## config.mk

```make
export PLATFORM = sky130hd
export DESIGN_NAME = cpu_power_down_control
export DESIGN_NICKNAME = d
export VERILOG_FILES = /design/src/shared/pwr_pkg.sv /design/src/cpu_power_down_control.sv
export VERILOG_INCLUDE_DIRS = /design/src /design/src/shared
export SDC_FILE = /design/constraint.sdc
export NUM_CORES = 1
export LEC_CHECK = 0
export ABC_AREA = 1
export BUFFER_PORTS_ARGS = -buffer_cell sky130_fd_sc_hd__buf_2
export CORE_AREA = 2 2 82 163
export DETAILED_ROUTE_END_ITERATION = 8
export DIE_AREA = 0 0 84 165
export PLACE_DENSITY = 0.77
export SYNTH_ARGS = -nofsm -noshare
export SYNTH_HDL_FRONTEND = slang
export SYNTH_SLANG_ARGS = --single-unit
```

## constraint.sdc

```tcl
create_clock -name aclk -period 1.2 [get_ports aclk]
set_input_delay 0.06 -clock aclk [delete_from_list [all_inputs] [get_ports aclk]]
set_output_delay 0.06 -clock aclk [all_outputs]
set_load 0.02 [all_outputs]
```

## src/shared/pwr_cfg.svh

```systemverilog
`ifndef PWR_CFG_SVH
`define PWR_CFG_SVH
// register byte addresses
`define ADDR_CPU_CONTROL_STATUS 4'h0
`define ADDR_CORE_STATUS        4'h4
// sleep select field position
`define SEL_LSB 10
`define SEL_MSB 15
// control/status bit 0: global irq enable; bit 1: nonmaskable irq enable
`define GIE_BIT  0
`define NONMASKABLE_IRQ_ENABLE_BIT 1
// field encodings
`define SEL_NONE      6'h00
`define SEL_LIGHT_EN  6'h09
`define SEL_LIGHT_ANY 6'h11
`define SEL_HALT      6'h1A
`define SEL_PLLSTOP   6'h1C
// reset value of control/status register
`define CSR_RESET 32'h0000_0000
// light sleep entry delay in cycles after the write
`define ENTRY_DELAY 4'h8
// pll lock time, typical in us, maximum is 250% of typical
`define LOCK_TYP_US 75
`define LOCK_MAX_PCT 250
`define CLK_MHZ 125
// rounded up so the wait never falls short of the maximum lock time
`define LOCK_CYCLES ((`LOCK_TYP_US * `LOCK_MAX_PCT * `CLK_MHZ + 99) / 100)
`endif

```

## src/shared/pwr_pkg.sv

```systemverilog
package pwr_pkg;
  typedef enum logic [2:0] {
    ST_RUN     = 3'b000,
    ST_ARM     = 3'b001,
    ST_LIGHT   = 3'b011,
    ST_RESUME  = 3'b010,
    ST_HALT    = 3'b110,
    ST_PLLSTOP = 3'b111,
    ST_RELOCK  = 3'b100
  } sleep_state_t;
  typedef struct packed {
    logic cpu_clk_en;
    logic dma_clk_en;
    logic irq_clk_en;
    logic pll_out_en;
    logic pll_in_en;
  } clk_ctrl_t;
  typedef struct packed {
    logic run_isr;
    logic resume;
  } wake_t;
endpackage

```

## src/cpu_power_down_control.sv

```systemverilog
`timescale 1ns/100ps
`include "pwr_cfg.svh"
// Function
// - sleep level chosen from bits 10 to 15
// - light sleep takes effect 8-9 cycles later
// - unenabled irq wake resumes without service routine
// - enabled irq wake runs service routine, then resumes
// - service routine needs global and nonmaskable enables
// - deep levels exit only by reset
// - 001001 light sleep enabled wake; 000000 none
// - 010001 light sleep, any irq wakes
// - 011010 clock halt; 011100 pll input stop
// - light sleep gates cpu clock, irq clocked
// - dma keeps running in light sleep
// - clock halt stops pll output clock
// - deep levels drive indicator pin high
// - deep levels retain registers and ram
// - deep levels freeze functional outputs
// - pll input stop stops pll input clock
// - after pll input stop reset, wait relock
// - relock wait covers 250% of 75 us
module cpu_power_down_control #(
  parameter int unsigned LOCK_CYCLES = `LOCK_CYCLES
) (
  // clock and reset
  input  wire logic                aclk,
  input  wire logic                aresetn,
  // axi4-lite write address
  input  wire logic [3:0]          s_axi_awaddr,
  input  wire logic                s_axi_awvalid,
  output logic                     s_axi_awready,
  // axi4-lite write data
  input  wire logic [31:0]         s_axi_wdata,
  input  wire logic [3:0]          s_axi_wstrb,
  input  wire logic                s_axi_wvalid,
  output logic                     s_axi_wready,
  // axi4-lite write response
  output logic [1:0]               s_axi_bresp,
  output logic                     s_axi_bvalid,
  input  wire logic                s_axi_bready,
  // axi4-lite read
  input  wire logic [3:0]          s_axi_araddr,
  input  wire logic                s_axi_arvalid,
  output logic                     s_axi_arready,
  output logic [31:0]              s_axi_rdata,
  output logic [1:0]               s_axi_rresp,
  output logic                     s_axi_rvalid,
  input  wire logic                s_axi_rready,
  // interrupt request from the core interrupt logic
  input  wire logic                irq_pending,
  input  wire logic                irq_enabled,
  // power-up flag: high when the reset came from pll input stop
  input  wire logic                pll_cold_start,
  // clock and wake controls
  output pwr_pkg::clk_ctrl_t       clk_ctrl,
  output pwr_pkg::wake_t           wake,
  output logic                     io_freeze,
  output logic                     sleep_indicator_pin,
  output logic                     core_ready
);

  function automatic logic [31:0] merge_bytes(input logic [31:0] old_v,
                                              input logic [31:0] new_v,
                                              input logic [3:0]  strb);
    logic [31:0] r;
    r = old_v;
    for (int i = 0; i < 4; i++) begin
      if (strb[i]) begin
        r[i*8 +: 8] = new_v[i*8 +: 8];
      end
    end
    return r;
  endfunction

  logic [31:0]           cpu_control_status;
  pwr_pkg::sleep_state_t state;
  pwr_pkg::sleep_state_t next_state;
  logic [3:0]            entry_cnt;
  logic [31:0]           lock_cnt;
  logic                  aw_held;
  logic                  w_held;
  logic [3:0]            aw_addr;
  logic [31:0]           w_data;
  logic [3:0]            w_strb;
  logic                  relock_needed;

  // decode of the sleep select field
  wire logic [5:0] sleep_select_field =
    cpu_control_status[`SEL_MSB:`SEL_LSB];
  wire logic sel_light_en  = sleep_select_field == `SEL_LIGHT_EN;
  wire logic sel_light_any = sleep_select_field == `SEL_LIGHT_ANY;
  wire logic sel_halt      = sleep_select_field == `SEL_HALT;
  wire logic sel_pllstop   = sleep_select_field == `SEL_PLLSTOP;
  // reserved codes fall through to no power-down
  wire logic sel_light     = sel_light_en | sel_light_any;
  wire logic isr_allowed   = cpu_control_status[`GIE_BIT] &
                             cpu_control_status[`NONMASKABLE_IRQ_ENABLE_BIT];
  wire logic wake_any      = irq_pending;
  wire logic wake_en       = irq_pending & irq_enabled;
  wire logic light_wake    = sel_light_any ? wake_any : wake_en;
  // relock wait only after a reset that ended pll input stop
  wire logic relock_wait   = state == pwr_pkg::ST_RELOCK &&
                             (relock_needed || pll_cold_start);

  // bus write handshake: address and data taken in either order
  wire logic do_write  = aw_held & w_held & ~s_axi_bvalid;
  wire logic csr_hit   = aw_addr == `ADDR_CPU_CONTROL_STATUS;
  wire logic sel_write = do_write & csr_hit;
  assign s_axi_awready = ~aw_held;
  assign s_axi_wready  = ~w_held;
  assign s_axi_arready = ~s_axi_rvalid;

  // capture write address and data
  always_ff @(posedge aclk) begin
    if (!aresetn) begin
      aw_held <= 1'b0;
      w_held  <= 1'b0;
      aw_addr <= 4'h0;
      w_data  <= 32'h0000_0000;
      w_strb  <= 4'h0;
    end else begin
      if (s_axi_awvalid && !aw_held) begin
        aw_held <= 1'b1;
        aw_addr <= s_axi_awaddr;
      end else if (do_write) begin
        aw_held <= 1'b0;
      end
      if (s_axi_wvalid && !w_held) begin
        w_held <= 1'b1;
        w_data <= s_axi_wdata;
        w_strb <= s_axi_wstrb;
      end else if (do_write) begin
        w_held <= 1'b0;
      end
    end
  end

  // write response; unmapped address answers slverr
  always_ff @(posedge aclk) begin
    if (!aresetn) begin
      s_axi_bvalid <= 1'b0;
      s_axi_bresp  <= 2'h0;
    end else if (do_write) begin
      s_axi_bvalid <= 1'b1;
      s_axi_bresp  <= csr_hit ? 2'h0 : 2'h2;
    end else if (s_axi_bready) begin
      s_axi_bvalid <= 1'b0;
    end
  end

  // control/status register, kept through deep sleep
  always_ff @(posedge aclk) begin
    if (!aresetn) begin
      cpu_control_status <= `CSR_RESET;
    end else if (sel_write) begin
      cpu_control_status <= merge_bytes(cpu_control_status, w_data,
                                        w_strb);
    end else if (state == pwr_pkg::ST_RESUME) begin
      cpu_control_status[`SEL_MSB:`SEL_LSB] <= `SEL_NONE;
    end
  end

  // read channel: control word or status
  wire logic [31:0] status_word = {24'h00_0000, core_ready,
    sleep_indicator_pin, io_freeze, clk_ctrl};
  always_ff @(posedge aclk) begin
    if (!aresetn) begin
      s_axi_rvalid <= 1'b0;
      s_axi_rdata  <= 32'h0000_0000;
      s_axi_rresp  <= 2'h0;
    end else if (s_axi_arvalid && !s_axi_rvalid) begin
      s_axi_rvalid <= 1'b1;
      s_axi_rresp  <= 2'h0;
      if (s_axi_araddr == `ADDR_CPU_CONTROL_STATUS) begin
        s_axi_rdata <= cpu_control_status;
      end else if (s_axi_araddr == `ADDR_CORE_STATUS) begin
        s_axi_rdata <= status_word;
      end else begin
        s_axi_rdata <= 32'h0000_0000;
        s_axi_rresp <= 2'h2;
      end
    end else if (s_axi_rready) begin
      s_axi_rvalid <= 1'b0;
    end
  end

  // sleep sequencer next state
  always_comb begin
    next_state = state;
    unique case (state)
      pwr_pkg::ST_RUN: begin
        if (sel_write) begin
          next_state = pwr_pkg::ST_ARM;
        end
      end
      pwr_pkg::ST_ARM: begin
        if (entry_cnt == `ENTRY_DELAY) begin
          if (sel_light) begin
            next_state = pwr_pkg::ST_LIGHT;
          end else if (sel_halt) begin
            next_state = pwr_pkg::ST_HALT;
          end else if (sel_pllstop) begin
            next_state = pwr_pkg::ST_PLLSTOP;
          end else begin
            next_state = pwr_pkg::ST_RUN;
          end
        end
      end
      pwr_pkg::ST_LIGHT: begin
        if (light_wake) begin
          next_state = pwr_pkg::ST_RESUME;
        end
      end
      pwr_pkg::ST_RESUME: next_state = pwr_pkg::ST_RUN;
      pwr_pkg::ST_HALT: next_state = pwr_pkg::ST_HALT;
      pwr_pkg::ST_PLLSTOP: next_state = pwr_pkg::ST_PLLSTOP;
      pwr_pkg::ST_RELOCK: begin
        if (!relock_wait || lock_cnt == LOCK_CYCLES - 1) begin
          next_state = pwr_pkg::ST_RUN;
        end
      end
      default: next_state = pwr_pkg::ST_RUN;
    endcase
  end

  // state, entry delay and relock counters
  always_ff @(posedge aclk) begin
    if (!aresetn) begin
      state     <= pwr_pkg::ST_RELOCK;
      entry_cnt <= 4'h0;
      lock_cnt  <= 32'h0000_0000;
    end else begin
      state     <= next_state;
      entry_cnt <= (state == pwr_pkg::ST_ARM) ? entry_cnt + 4'h1 : 4'h1;
      lock_cnt  <= (state == pwr_pkg::ST_RELOCK) ?
                   lock_cnt + 32'h0000_0001 : 32'h0000_0000;
    end
  end

  // relock is skipped unless the reset followed pll input stop
  always_ff @(posedge aclk) begin
    if (!aresetn) begin
      relock_needed <= 1'b0;
    end else begin
      relock_needed <= pll_cold_start;
    end
  end

  // clock gates and pins
  wire logic in_light = state == pwr_pkg::ST_LIGHT;
  wire logic in_deep  = state == pwr_pkg::ST_HALT ||
                        state == pwr_pkg::ST_PLLSTOP;
  assign clk_ctrl.cpu_clk_en = ~in_light & ~in_deep & ~relock_wait;
  assign clk_ctrl.irq_clk_en = ~in_deep;
  assign clk_ctrl.dma_clk_en = ~in_deep;
  assign clk_ctrl.pll_out_en = ~in_deep;
  assign clk_ctrl.pll_in_en  = state != pwr_pkg::ST_PLLSTOP;
  assign sleep_indicator_pin = in_deep;
  assign io_freeze           = in_deep;
  assign core_ready = state != pwr_pkg::ST_RELOCK || !relock_wait;
  // wake pulse: resume at sleep point, isr only if enabled irq and allowed
  assign wake.resume  = state == pwr_pkg::ST_RESUME;
  assign wake.run_isr = state == pwr_pkg::ST_RESUME &&
                        irq_enabled && isr_allowed;
endmodule

```

==> results of run 1 <==
[metrics by stage]
stage          util [%]  setup TNS [ns]  worst slack (ns)  std cells
3_3_place_gp       62.5           -9.71            -0.245       1216
4_1_cts            79.5           -9.00            -0.440       1322
3_5_place_dp       62.5          -12.51            -0.272       1216
2_1_floorplan         -          -0.640           -0.0508        888
[routing by layer]
metal / track usage (%) / GRT overflow
met5: 1.52 / 0
met3: 38.9 / 2
met2: 92.9 / 43
met1: 60.0 / 0
met4: 75.6 / 33
[cells by family after synthesis]
family          after synthesis  synth area share [%]
flops                       150                  47.3
simple gates                442                  30.2
compound gates              165                  13.3
xor+xnor                      6                 0.828
fa+ha+maj                     4                 0.789
buf+inv                     119                  7.51
other cells                   1                0.0591
[timing repair]
| item | in CTS |
|---|---|
| hold buffers | 47 |
| hold endpoints to repair | 48 |
| setup endpoints to repair | 116 |
| pin swaps | 76 |
| buffers inserted | 28 |
| gates cloned | 1 |
| resized for setup | 259 |
==> impl_metrics.py, run 1 <==
metrics = {
    "clock_network": {
        "htree_num_levels": 4,
        "cts_buffers": 17,
        "clkSinkCount": 150,
        "root_buffer": "clkbuf_16",
        "clock_path_buffers": 2,
    },
    "global_routing": {
        "grt_overflow": 78,
        "grt_usage_pct": 65.7,
        "grt_max_degree": 40,
    },
    "placement": {
        "place_area_mm2": 0.00785,
        "portBuffers": 102,
        "dp_hpwl_um": 13200,
        "place.gp.congestion": 0.969,
    },
    "logic_synthesis": {
        "post-synth-top-count-cell": "nor2_1",
        "synth_common_cells": "nor2_1 (204), dfxtp_1 (150), nand2_1 (149), o21ai_0 (92), inv_1 (80)",
        "synth_warnings": 0,
        "avgSynthCellArea_um2": 7.15,
        "async_flop_share_pct": 0,
        "synth_largest_area_cell": "dfxtp_1",
        "synth-seq-cells": 150,
        "netlist.area_leader.share_pct": 47.3,
        "synth.top_cells.by_area": "dfxtp_1 (47%), nor2_1 (12%), nand2_1 (8.8%), o21ai_0 (7.3%), a21oi_1 (5.2%)",
        "netlist_instances": 887,
        "ys.flop_type": "dfxtp_1",
        "synth.distinct_cells": 38,
        "synth.yosys.seq_area_share_pct": 47.3,
        "synth_area_mm2": 0.00634,
        "synth_edf_count": 0,
    },
    "die": {
        "die_x_um": 84,
        "die_y_um": 165,
        "io_pins": 105,
        "initial_utilization_pct": 50.5,
        "placementRows": 58,
    },
    "run_status": {
        "haltStage": "global routing (5_1_grt)",
        "status": "aborted with a tool error",
        "firstError": "[ERROR GRT-0232] Routing congestion too high. Check the congestion heatmap in the GUI.",
    },
}
==> inputs of run 2 (changes only) <==
--- a/config.mk
+++ b/config.mk
@@ -8,10 +8,10 @@
 export LEC_CHECK = 0
 export ABC_AREA = 1
 export BUFFER_PORTS_ARGS = -buffer_cell sky130_fd_sc_hd__buf_2
-export CORE_AREA = 2 2 82 163
+export CORE_AREA = 2 2 129 131
 export DETAILED_ROUTE_END_ITERATION = 8
-export DIE_AREA = 0 0 84 165
-export PLACE_DENSITY = 0.77
+export DIE_AREA = 0 0 131 133
+export PLACE_DENSITY_LB_ADDON = 0.15
 export SYNTH_ARGS = -nofsm -noshare
 export SYNTH_HDL_FRONTEND = slang
 export SYNTH_SLANG_ARGS = --single-unit
==> constraint.sdc (replaced) <==
create_clock -name aclk -period 1.6 [get_ports aclk]
set_input_delay 0.08 -clock aclk [delete_from_list [all_inputs] [get_ports aclk]]
set_output_delay 0.08 -clock aclk [all_outputs]
set_load 0.02 [all_outputs]
==> run 2 against run 1 <==
Effect of this change:
- the run now ends clean
- synthesized cell count did not move
- area after synthesis did not move
==> impl_metrics.py, run 2 <==
metrics = {
    "die": {
        "io_pins": 105,
        "initial_utilization_pct": 39.2,
        "core_mm2": 0.0162,
        "dieArea_mm2": 0.0174,
        "die_x_um": 131,
        "die_y_um": 133,
        "placementRows": 47,
    },
    "sta": {
        "fin_hold_ws_ns": 0.0464,
        "fin_setup_tns_ns": 0,
        "max_freq_mhz": 637,
        "slew_viol_final": 0,
        "hold_violations": 0,
        "fin_crit_ns": 1.57,
        "finalCritPeriodShare_pct": 98.1,
        "rsz0062_at_grt": "true",
        "finalSetupViolations": 0,
        "fin_skew_ns": 0.00568,
    },
    "logic_synthesis": {
        "post-synth-top-count-cell": "nor2_1",
        "synth.area.mux_share_pct": 0,
        "avgSynthCellArea_um2": 7.15,
        "synth-seq-cells": 150,
        "synth.yosys.seq_area_share_pct": 47.3,
        "netlist_instances": 887,
        "synth_top_family_by_area": "simple AND/OR/NAND/NOR gates",
        "synth_compound_area_share_pct": 13.3,
        "ys.flop_type": "dfxtp_1",
        "synth_largest_area_cell": "dfxtp_1",
        "synth_edf_count": 0,
        "async_flop_share_pct": 0,
        "synth.top_cells.by_area": "dfxtp_1 (47%), nor2_1 (12%), nand2_1 (8.8%), o21ai_0 (7.3%), a21oi_1 (5.2%)",
        "synth_warnings": 0,
        "synth.distinct_cells": 38,
        "synth_area_mm2": 0.00634,
        "synth_simple_gate_area_share_pct": 30.2,
        "netlist.area_leader.share_pct": 47.3,
        "synth_xor_area_share_pct": 0.828,
        "synth_fa_ha_area_share_pct": 0.789,
        "synth_common_cells": "nor2_1 (204), dfxtp_1 (150), nand2_1 (149), o21ai_0 (92), inv_1 (80)",
    },
    "placement": {
        "placed_cells": 1199,
        "place_area_mm2": 0.00716,
        "dp_hpwl_um": 11400,
        "place.gp.congestion": 0.875,
        "portBuffers": 102,
    },
    "global_routing": {
        "grt_pass1_wl_um": 27200,
        "grt_max_degree": 35,
        "grt_pass1_vias": 5670,
        "grt_usage_pct": 19.8,
        "antenna_found_initial": 0,
        "grt_overflow": 0,
    },
    "route": {
        "vias": 5955,
        "totalWireLength_um": 16400,
        "post-route-drc-count": 0,
        "ant_nets": 0,
        "drtPass1Iterations": 5,
        "drtIter0Drc": 308,
        "wl_per_cell_um": 12.7,
        "vias_per_cell": 4.63,
    },
    "clock_network": {
        "root_buffer": "clkbuf_16",
        "cts_buffers": 17,
        "clock_path_buffers": 2,
        "cts.reportedPaths.clkPinSlew_ns": 0.06,
        "clock_latency_ns": 0.43,
        "clkSinkCount": 150,
        "htree_num_levels": 4,
        "cts_tree": "built",
    },
    "worst_setup_path": {
        "path_depth": 5,
        "rr_worst_depth": 5,
        "critPathArrivalTime_ns": 1.93,
        "reg2reg_from": "lock_cnt[22]",
        "crit_slowest_cell": "nor3_1",
        "start_kind": "flop",
        "critical_path_class": "reg2reg",
        "r2r-end": "lock_cnt[23]",
        "crit_family": "simple AND/OR/NAND/NOR gates",
        "path_buf_inv": 1,
        "cp_max_fo": 5,
        "crit_required_ns": 1.96,
        "crit_path_end_kind": "flop",
        "timing.critical_path.cells": "inv_1, nor3_1, nand4_1, or2_0, a21oi_1",
        "r2r_slack_ns": 0.03,
        "slowest_delay_ns": 0.44,
    },
    "min_path": {
        "holdPathEnd": "s_axi_rvalid",
        "hp-class": "in2reg",
        "hold_depth": 2,
        "hp-start": "aresetn",
    },
    "layout": {
        "diodes": 0,
        "nets": 1111,
        "final_common_cell": "nor2_1",
        "layout_common_cells": "nor2_1 (202), nand2_1 (146), dfxtp_1 (143), buf_2 (101), o21ai_0 (92)",
        "multiInputGateArea_mm2": 0.00295,
        "seq_area_mm2": 0.00302,
        "fillers": 1595,
        "fin_util_pct": 52.0,
        "finalNonFillerCells": 1286,
        "syn_to_final_growth_pct": 32.6,
        "final_area_mm2": 0.00841,
        "drive_above_1_share_pct": 20.6,
    },
    "run": {
        "cap_violations": 0,
    },
    "power_and_ir_drop": {
        "p_leak_nw": 3.42,
        "irDropWorstVdd_v": 0.000817,
        "power_density_mw_per_mm2": 1160,
    },
    "run_status": {
        "status": "complete, no violations",
    },
}
==> run 2: how the worst max path moves through the flow <==
stage | end | startpoint | slack (ns)
after CTS | clk_ctrl[4] | state[2] | 0.002
final | lock_cnt[23] | lock_cnt[22] | 0.03
after global routing | lock_cnt[26] | lock_cnt[15] | -0.06
after detailed placement | cpu_control_status[30] | w_held | -0.004
after floorplan | s_axi_rdata[13] | s_axi_rvalid | 0.15
after global placement | lock_cnt[27] | lock_cnt[8] | 0.03
==> run 2: cell families after synthesis <==
logic type | Yosys count
fa+ha+maj | 4
compound gates | 165
other cells | 1
xor+xnor | 6
buf+inv | 119
simple gates | 442
flops | 150
==> run 2: what timing repair did <==
item,CTS,global route
hold buffers,49,0
setup buffers,2,4
gates resized for setup,13,21
pin swaps,2,4
hold endpoints to repair,46,0
endpoints found under the setup margin,12,32
==> run 2: where the power goes <==
group / total (W) / switching, W / internal, W / leakage (nW)
Sequential: 0.00409 / 0.000150 / 0.00394 / 1.23
Clock: 0.00412 / 0.00161 / 0.00252 / 0.300
Combinational: 0.00155 / 0.000961 / 0.000593 / 1.90
==> run 2: area by class of cell <==
type                    instances  share of cell area, %
clock buffers                  19                   5.27
clock inverters                13                   2.04
inverters                      86                   3.90
well taps                     220                   3.27
flip-flops and latches        150                   35.9
repair buffers                179                   14.6
multi-input cells             619                   35.0
==> run 2: metal layers <==
metal	part of all wire [%]	wire, µm	global-route usage, %
met3	4.2	686	4.93
met4	1.6	259	6.68
met1	48	7920	26.2
met5	0	0	0
met2	46	7520	31.3
==> run 2: metrics by stage <==
step           setup slack, ns  power [W]
2_1_floorplan            0.150    0.00501
3_3_place_gp            0.0290    0.00544
3_5_place_dp          -0.00378    0.00543
4_1_cts                0.00155    0.00977
5_1_grt                -0.0593     0.0102
6_report                0.0304    0.00976
No activity file was read; power rests on OpenSTA's default activity.
